$ cat config.mk
export PLATFORM = sky130hd
export DESIGN_NAME = pansr_status_regs
export DESIGN_NICKNAME = d
export VERILOG_FILES = /design/src/logic/pansr_latch_hi.v /design/src/logic/pansr_status_regs.v /design/src/logic/pansr_sync3.v
export VERILOG_INCLUDE_DIRS = /design/src /design/src/logic
export SDC_FILE = /design/constraint.sdc
export NUM_CORES = 1
export LEC_CHECK = 0
export BUFFER_PORTS_ARGS = -buffer_cell sky130_fd_sc_hd__buf_2
export CORE_ASPECT_RATIO = 1.4
export CORE_MARGIN = 1
export CORE_UTILIZATION = 49
export CTS_CLUSTER_DIAMETER = 30
export DETAILED_ROUTE_END_ITERATION = 10
export GPL_TIMING_DRIVEN = 0
export MAX_ROUTING_LAYER = met4
export PLACE_DENSITY = 0.78
export SYNTH_ARGS = -nofsm -noshare
export SYNTH_HDL_FRONTEND = slang
export SYNTH_SLANG_ARGS = --single-unit
export TNS_END_PERCENT = 100
$ cat constraint.sdc
create_clock -name clk_i -period 2.05 [get_ports clk_i]
set_clock_uncertainty 0.1 [all_clocks]
set_input_delay 0.41 -clock clk_i [delete_from_list [all_inputs] [get_ports clk_i]]
set_output_delay 0.41 -clock clk_i [all_outputs]
set_load 0.02 [all_outputs]
$ cat src/logic/pansr_regs.vh
// Purpose: constants for the partner ability, expansion and port status registers
// Assumes: 5-bit management register address, 16-bit data
// Notes: one header, included only by the status register design file
`ifndef PANSR_REGS_VH
`define PANSR_REGS_VH

`define PANSR_ADDR_W        5
`define PANSR_DATA_W        16
`define PANSR_OFS_PARTNER   5'h05
`define PANSR_OFS_EXPAND    5'h06
`define PANSR_OFS_PSTAT     5'h10
`define PANSR_RSV_LO        5'h08
`define PANSR_RSV_HI        5'h0F

`define PANSR_PA_NEXT_PAGE  15
`define PANSR_PA_ACK        14
`define PANSR_PA_RFAULT     13
`define PANSR_PA_PAUSE      10
`define PANSR_PA_TECH_LO    5
`define PANSR_PA_SEL_HI     4

`define PANSR_EX_PD_FAULT   4
`define PANSR_EX_LP_NP_ABLE 3
`define PANSR_EX_NP_ABLE    2
`define PANSR_EX_PAGE_RX    1
`define PANSR_EX_LP_AN_ABLE 0

`define PANSR_PS_SYNC       11
`define PANSR_PS_PD100      10
`define PANSR_PS_PD10       9
`define PANSR_PS_POLARITY   8
`define PANSR_PS_WR_ZERO    7
`define PANSR_PS_ADDR_LO    2
`define PANSR_PS_SPEED      1
`define PANSR_PS_DUPLEX     0

`define PANSR_RST_WORD      16'h0000

`endif

$ cat src/logic/pansr_latch_hi.v
// Purpose: sticky latched-high status bit cleared by a register read
// Assumes: event and read strobe are one-cycle pulses on clk_i
// Notes: an event in the clearing cycle keeps the bit set
`timescale 1ns/10ps
`default_nettype none
module pansr_latch_hi (
	// clock and reset
	input  wire clk_i,
	input  wire sys_rst_i,
	// event and clear
	input  wire event_i,
	input  wire rd_clr_i,
	output reg  flag_o
);
	always @(posedge clk_i) begin
		if (sys_rst_i) begin
			flag_o <= 1'b0;
		end else if (event_i) begin
			flag_o <= 1'b1;
		end else if (rd_clr_i) begin
			flag_o <= 1'b0;
		end
	end
endmodule // pansr_latch_hi
`default_nettype wire

$ cat src/logic/pansr_status_regs.v
// Purpose: read side of partner ability, expansion and port status registers
// Assumes: management frame engine supplies register address and read/write strobes
// Notes: read data is registered one cycle after the read strobe
`timescale 1ns/10ps
`default_nettype none
`include "pansr_regs.vh"

// How it works
// - acknowledge bit set once partner advertisement received successfully
// - partner pause and technology capability bits shown read-only
// - partner next-page, remote-fault and selector copied into ability register
// - parallel detection fault bit latched high, self-clearing, resets zero
// - expansion reports partner next-page ability, zero by default
// - local next-page-able bit always reads zero
// - page-received bit latched high on new page, self-clearing
// - partner negotiation-able bit set when partner can negotiate
// - addresses eight through fifteen implement nothing and read zero
// - receive de-serializer sync state shown in read-only bit
// - 100BASE-TX power-down status reads one while powered down
// - 10BASE-T power-down status reads one while powered down
// - 10BASE-T receive polarity bit, one means reversed
// - five-bit address from two straps and three-bit port index
// - speed bit one means 100M, duplex bit one means full
// - self-clearing bits clear after a management read of their register
module pansr_status_regs #(
	parameter PORT_INDEX = 3'h0
) (
	// clock and reset
	input  wire        clk_i,
	input  wire        sys_rst_i,
	// management register access
	input  wire [4:0]  reg_addr_i,
	input  wire        reg_rd_i,
	input  wire        reg_wr_i,
	input  wire [15:0] reg_wdata_i,
	output reg  [15:0] reg_rdata_o,
	output reg         reg_rvalid_o,
	output wire        reg_hit_o,
	// negotiation engine results, same clock
	input  wire        lp_page_valid_i,
	input  wire [15:0] lp_base_page_i,
	input  wire        lp_ack_rx_i,
	input  wire        pd_fault_event_i,
	input  wire        page_rx_event_i,
	input  wire        lp_an_able_i,
	input  wire        speed_100_i,
	input  wire        full_duplex_i,
	// analog section status, asynchronous
	input  wire        rx_desync_ok_i,
	input  wire        pd100_i,
	input  wire        pd10_i,
	input  wire        pol_rev_i,
	// address straps, asynchronous
	input  wire [1:0]  address_strap_pins_i,
	// captured straps for observation
	output wire [4:0]  phy_addr_o
);
	reg  [15:0] lp_page_reg;
	reg         lp_ack_reg;
	reg         lp_an_able_reg;
	reg         speed_reg;
	reg         duplex_reg;
	reg  [1:0]  strap_reg;
	reg  [15:0] rdata_next;
	wire        pd_fault_flag;
	wire        page_rx_flag;
	wire        sync_s;
	wire        pd100_s;
	wire        pd10_s;
	wire        pol_s;
	wire [1:0]  strap_s;
	wire        rd_expand;
	wire        in_map;

	// asynchronous status through three-flop synchronisers
	pansr_sync3 u_sync_desync (
		.clk_i    (clk_i),
		.sys_rst_i(sys_rst_i),
		.async_i  (rx_desync_ok_i),
		.level_o  (sync_s)
	);

	pansr_sync3 u_sync_pd100 (
		.clk_i    (clk_i),
		.sys_rst_i(sys_rst_i),
		.async_i  (pd100_i),
		.level_o  (pd100_s)
	);

	pansr_sync3 u_sync_pd10 (
		.clk_i    (clk_i),
		.sys_rst_i(sys_rst_i),
		.async_i  (pd10_i),
		.level_o  (pd10_s)
	);

	pansr_sync3 u_sync_pol (
		.clk_i    (clk_i),
		.sys_rst_i(sys_rst_i),
		.async_i  (pol_rev_i),
		.level_o  (pol_s)
	);

	// straps are levels too, one more flop before use
	pansr_sync3 u_sync_st0 (
		.clk_i    (clk_i),
		.sys_rst_i(sys_rst_i),
		.async_i  (address_strap_pins_i[0]),
		.level_o  (strap_s[0])
	);

	pansr_sync3 u_sync_st1 (
		.clk_i    (clk_i),
		.sys_rst_i(sys_rst_i),
		.async_i  (address_strap_pins_i[1]),
		.level_o  (strap_s[1])
	);

	assign rd_expand = reg_rd_i && (reg_addr_i == `PANSR_OFS_EXPAND);

	pansr_latch_hi u_pd_fault (
		.clk_i    (clk_i),
		.sys_rst_i(sys_rst_i),
		.event_i  (pd_fault_event_i),
		.rd_clr_i (rd_expand),
		.flag_o   (pd_fault_flag)
	);

	pansr_latch_hi u_page_rx (
		.clk_i    (clk_i),
		.sys_rst_i(sys_rst_i),
		.event_i  (page_rx_event_i),
		.rd_clr_i (rd_expand),
		.flag_o   (page_rx_flag)
	);

	// captured state from the negotiation engine
	always @(posedge clk_i) begin
		if (sys_rst_i) begin
			lp_page_reg    <= `PANSR_RST_WORD;
			lp_ack_reg     <= 1'b0;
			lp_an_able_reg <= 1'b0;
			speed_reg      <= 1'b0;
			duplex_reg     <= 1'b0;
			strap_reg      <= 2'h0;
		end else begin
			if (lp_page_valid_i) begin
				lp_page_reg <= lp_base_page_i;
			end
			lp_ack_reg     <= lp_ack_rx_i;
			lp_an_able_reg <= lp_an_able_i;
			speed_reg      <= speed_100_i;
			duplex_reg     <= full_duplex_i;
			strap_reg      <= strap_s;
		end
	end

	assign phy_addr_o = {strap_reg, PORT_INDEX[2:0]};

	assign in_map = (reg_addr_i == `PANSR_OFS_PARTNER) ||
		(reg_addr_i == `PANSR_OFS_EXPAND) ||
		(reg_addr_i == `PANSR_OFS_PSTAT);
	assign reg_hit_o = in_map;

	// read mux
	always @* begin
		rdata_next = `PANSR_RST_WORD;
		case (reg_addr_i)
			`PANSR_OFS_PARTNER: begin
				rdata_next[`PANSR_PA_NEXT_PAGE] = lp_page_reg[`PANSR_PA_NEXT_PAGE];
				rdata_next[`PANSR_PA_RFAULT]    = lp_page_reg[`PANSR_PA_RFAULT];
				rdata_next[`PANSR_PA_SEL_HI:0]  = lp_page_reg[`PANSR_PA_SEL_HI:0];
				rdata_next[`PANSR_PA_ACK]       = lp_ack_reg;
				rdata_next[`PANSR_PA_PAUSE:`PANSR_PA_TECH_LO] =
					lp_page_reg[`PANSR_PA_PAUSE:`PANSR_PA_TECH_LO];
			end
			`PANSR_OFS_EXPAND: begin
				rdata_next[`PANSR_EX_PD_FAULT]   = pd_fault_flag;
				rdata_next[`PANSR_EX_LP_NP_ABLE] = lp_page_reg[`PANSR_PA_NEXT_PAGE];
				rdata_next[`PANSR_EX_NP_ABLE]    = 1'b0;
				rdata_next[`PANSR_EX_PAGE_RX]    = page_rx_flag;
				rdata_next[`PANSR_EX_LP_AN_ABLE] = lp_an_able_reg;
			end
			`PANSR_OFS_PSTAT: begin
				rdata_next[`PANSR_PS_SYNC]     = sync_s;
				rdata_next[`PANSR_PS_PD100]    = pd100_s;
				rdata_next[`PANSR_PS_PD10]     = pd10_s;
				rdata_next[`PANSR_PS_POLARITY] = pol_s;
				rdata_next[`PANSR_PS_WR_ZERO]  = 1'b0;
				rdata_next[6:`PANSR_PS_ADDR_LO] = phy_addr_o;
				rdata_next[`PANSR_PS_SPEED]    = speed_reg;
				rdata_next[`PANSR_PS_DUPLEX]   = duplex_reg;
			end
			default: begin
				rdata_next = `PANSR_RST_WORD;
			end
		endcase
	end

	always @(posedge clk_i) begin
		if (sys_rst_i) begin
			reg_rdata_o  <= `PANSR_RST_WORD;
			reg_rvalid_o <= 1'b0;
		end else begin
			reg_rvalid_o <= reg_rd_i;
			if (reg_rd_i) begin
				reg_rdata_o <= rdata_next;
			end
		end
	end

	// write port accepted and dropped
	wire unused_wr = reg_wr_i ^ (^reg_wdata_i);
endmodule // pansr_status_regs
`default_nettype wire

$ cat src/logic/pansr_sync3.v
// Purpose: three-stage synchroniser for one asynchronous level
// Assumes: output changes only when stages two and three agree
// Notes: stage one feeds nothing but stage two
`timescale 1ns/10ps
`default_nettype none
module pansr_sync3 #(
	parameter RST_VAL = 1'b0
) (
	// clock and reset
	input  wire clk_i,
	input  wire sys_rst_i,
	// level
	input  wire async_i,
	output reg  level_o
);
	reg s1_reg;
	reg s2_reg;
	reg s3_reg;

	always @(posedge clk_i) begin
		if (sys_rst_i) begin
			s1_reg  <= RST_VAL;
			s2_reg  <= RST_VAL;
			s3_reg  <= RST_VAL;
			level_o <= RST_VAL;
		end else begin
			s1_reg <= async_i;
			s2_reg <= s1_reg;
			s3_reg <= s2_reg;
			if (s2_reg == s3_reg) begin
				level_o <= s3_reg;
			end
		end
	end
endmodule // pansr_sync3
`default_nettype wire

==> impl_metrics.yaml <==
synthesis:
  synth_cell_types: 29
  synth_seq_cells: 61
  ys_seq_area_share_pct: 54.2
  netlist_instances: 215
  syn_avg_cell_area_um2: 10.5
  ys.warnings.count: 0
  async_reset_ff_share_pct: 0
  synth_edf_count: 0
  yosys_most_used_dff: "dfxtp_1"
  synth_area_um2: 2250
finish:
  fin_util_pct: 66.4
  drive_above_1_share_pct: 32.2
  fillers: 356
  final_cell_mix: "dfxtp_1, buf_2, nor2b_1"
  area_growth_pct: 27.0
  largest_reg_flops: 15
  mostFrequentLayoutCell: "dfxtp_1"
  diodes: 0
  nets: 335
timing:
  fmax_ghz: 0.509
  finalCriticalPeriod_ns: 1.97
  relSlewSlack_pct: 64.8
  drv_slew: 0
  setup_viol: 0
  report.final.hold_viol_count: 0
  min_period_over_period_pct: 95.9
  rsz0062_at_grt: "false"
  worstMarginPinSlew_ns: 0.528
  fin_setup_tns_ns: 0
die:
  die_w_um: 59.3
  start_util_pct: 52.3
  num_rows: 28
  fp.dieH_um: 82.3
  io_pins: 77
  die-area_um2: 4880
  core_um2: 4310
route:
  via_per_inst: 4.93
  num_vias: 1706
  drt_iter0_drc: 46
  ant_nets: 0
  drc: 0
  routed_wl_um: 4590
  routedWlPerCell_um: 13.3
  drt_pass1_iterations: 4
worst_setup_path:
  critPathArrivalTime_ns: 1.46
  start_kind: "input port"
  worstPathRequired_ns: 1.54
  cp-end-kind: "output port"
  crit_fanout: 4
  path_class: "in -> out"
global_route:
  grt_first_pass_wirelength_um: 7310
  antenna_found_initial: 0
  grt_max_degree: 11
  overflow: 0
  track_usage_pct: 21.6
  grt_pass1_vias: 1668
cts:
  cts_resized: 0
  numCtsBuffers: 9
  cts_tree: "yes"
  clock_path_buffers: 2
  htree_levels: 3
  clock-sinks: 61
  cts.reportedPaths.clkPinSlew_ns: 0.06
  clk_latency_ns: 0.33
  clockRootBuffer: "clkbuf_8"
placement:
  portBuffers: 51
  dp_hpwl_um: 3210
  routabilityCongestion: 0.823
power_and_ir_drop:
  swShare_pct: 20.0
  vdd_ir_drop_max_v: 0.000685
  internal_power_mw: 2.23
  p_per_area_nw_per_um2: 973
  pwr-share-clk_pct: 48.2
  combPwrFrac_pct: 6.9
  power_switching_mw: 0.556
  pwr-share-seq_pct: 44.9
  leakage_nw: 1.23
run_status:
  outcome: "completed"
flow_run:
  drv_cap: 0
hold_path:
  hp-class: "in -> reg"
-- path summary, 6_finish.rpt --
kind	from	cells past startpoint	slack, ns	end
setup / recovery	reg_addr_i[1]	5	0.08	reg_hit_o
hold / removal	lp_an_able_i	2	0.19	lp_an_able_reg
setup reg to reg	lp_page_reg[0]	3	1.07	reg_rdata_o[0]
hold reg to reg	u_sync_st1.s1_reg	1	0.34	u_sync_st1.s2_reg
-- critical path: stages --
cell and delay (ns):
buf_2 0.12, or3b_4 0.41, nor3_4 0.19, nand2b_1 0.15
buf_2 0.17
-- logic make-up after synthesis --
| kind of cell | synth area share (%) |
|---|---|
| other | 0.166 |
| buffers and inverters | 6.55 |
| AND/OR/NAND/NOR | 19.3 |
| flip-flops | 54.2 |
| XOR/XNOR | 0.389 |
| AO/OA/AOI/OAI | 13.7 |
| multiplexers | 5.77 |
-- through the flow --
stage          instance area (µm²)  cells  hold WS (ns)  power (mW)  setup slack [ns]
5_1_grt                       2860    346         0.182        2.88            0.0545
4_1_cts                       2860    346         0.177        2.81             0.130
3_3_place_gp                  2600    329         0.316        1.46            -0.150
2_1_floorplan                 2270    218         0.314        1.40             0.160
6_report                      2860    346         0.185        2.78            0.0846
3_5_place_dp                  2600    329         0.329        1.47            -0.154
-- per-layer routing --
metal  GRT usage, %  vias up  routed length [µm]
met5              -        -                   0
met4           11.9        0                 110
met3           5.45       11                 208
met2           36.9       46                2430
met1           22.4      800                1840
li1               -      849                   -
-- power by group through the flow --
| stage | Combinational, mW | Sequential, mW | Clock, mW |
|---|---|---|---|
| floorplan | 0.119 | 1.28 | 0 |
| global placement | 0.189 | 1.27 | 0 |
| global route | 0.213 | 1.25 | 1.41 |
| CTS | 0.194 | 1.25 | 1.36 |
| finish | 0.193 | 1.25 | 1.34 |
| detailed placement | 0.193 | 1.28 | 0 |
-- area by class of cell --
class                           count  area (µm²)  area share [%]
Sequential cell                    61        1220            42.7
Multi-Input combinational cell    139         897            31.3
Timing Repair Buffer               52         263            9.18
Clock buffer                       13         169            5.90
Buffer                             16         140            4.90
Clock inverter                      3        90.1            3.15
Tap cell                           60        75.1            2.62
Inverter                            2        7.51           0.262
-- Yosys cell counts (2+ instances only) --
cell	count	area, µm²
inv_1	2	7.51
buf_4	4	30.0
a22oi_2	5	62.6
dfxtp_1	61	1220
nand2b_1	9	56.3
nor2b_1	26	163
mux2i_1	13	130
clkbuf_8	4	55.1
nand2_1	8	30.0
o21ai_0	7	35.0
nand3_1	10	50.1
o21ai_1	2	10.0
a21oi_1	16	80.1
clkbuf_1	5	18.8
nor2_1	21	78.8
a211oi_2	5	62.6
a22o_1	4	35.0
a22oi_1	2	15.0
-- timing repair --
item                                   CTS  global route
hold buffers                             0             0
buffers inserted                         1             0
setup endpoints to repair                1             0
endpoints found under the hold margin    0             0
Note: power is estimated with default switching activity, not from simulation.
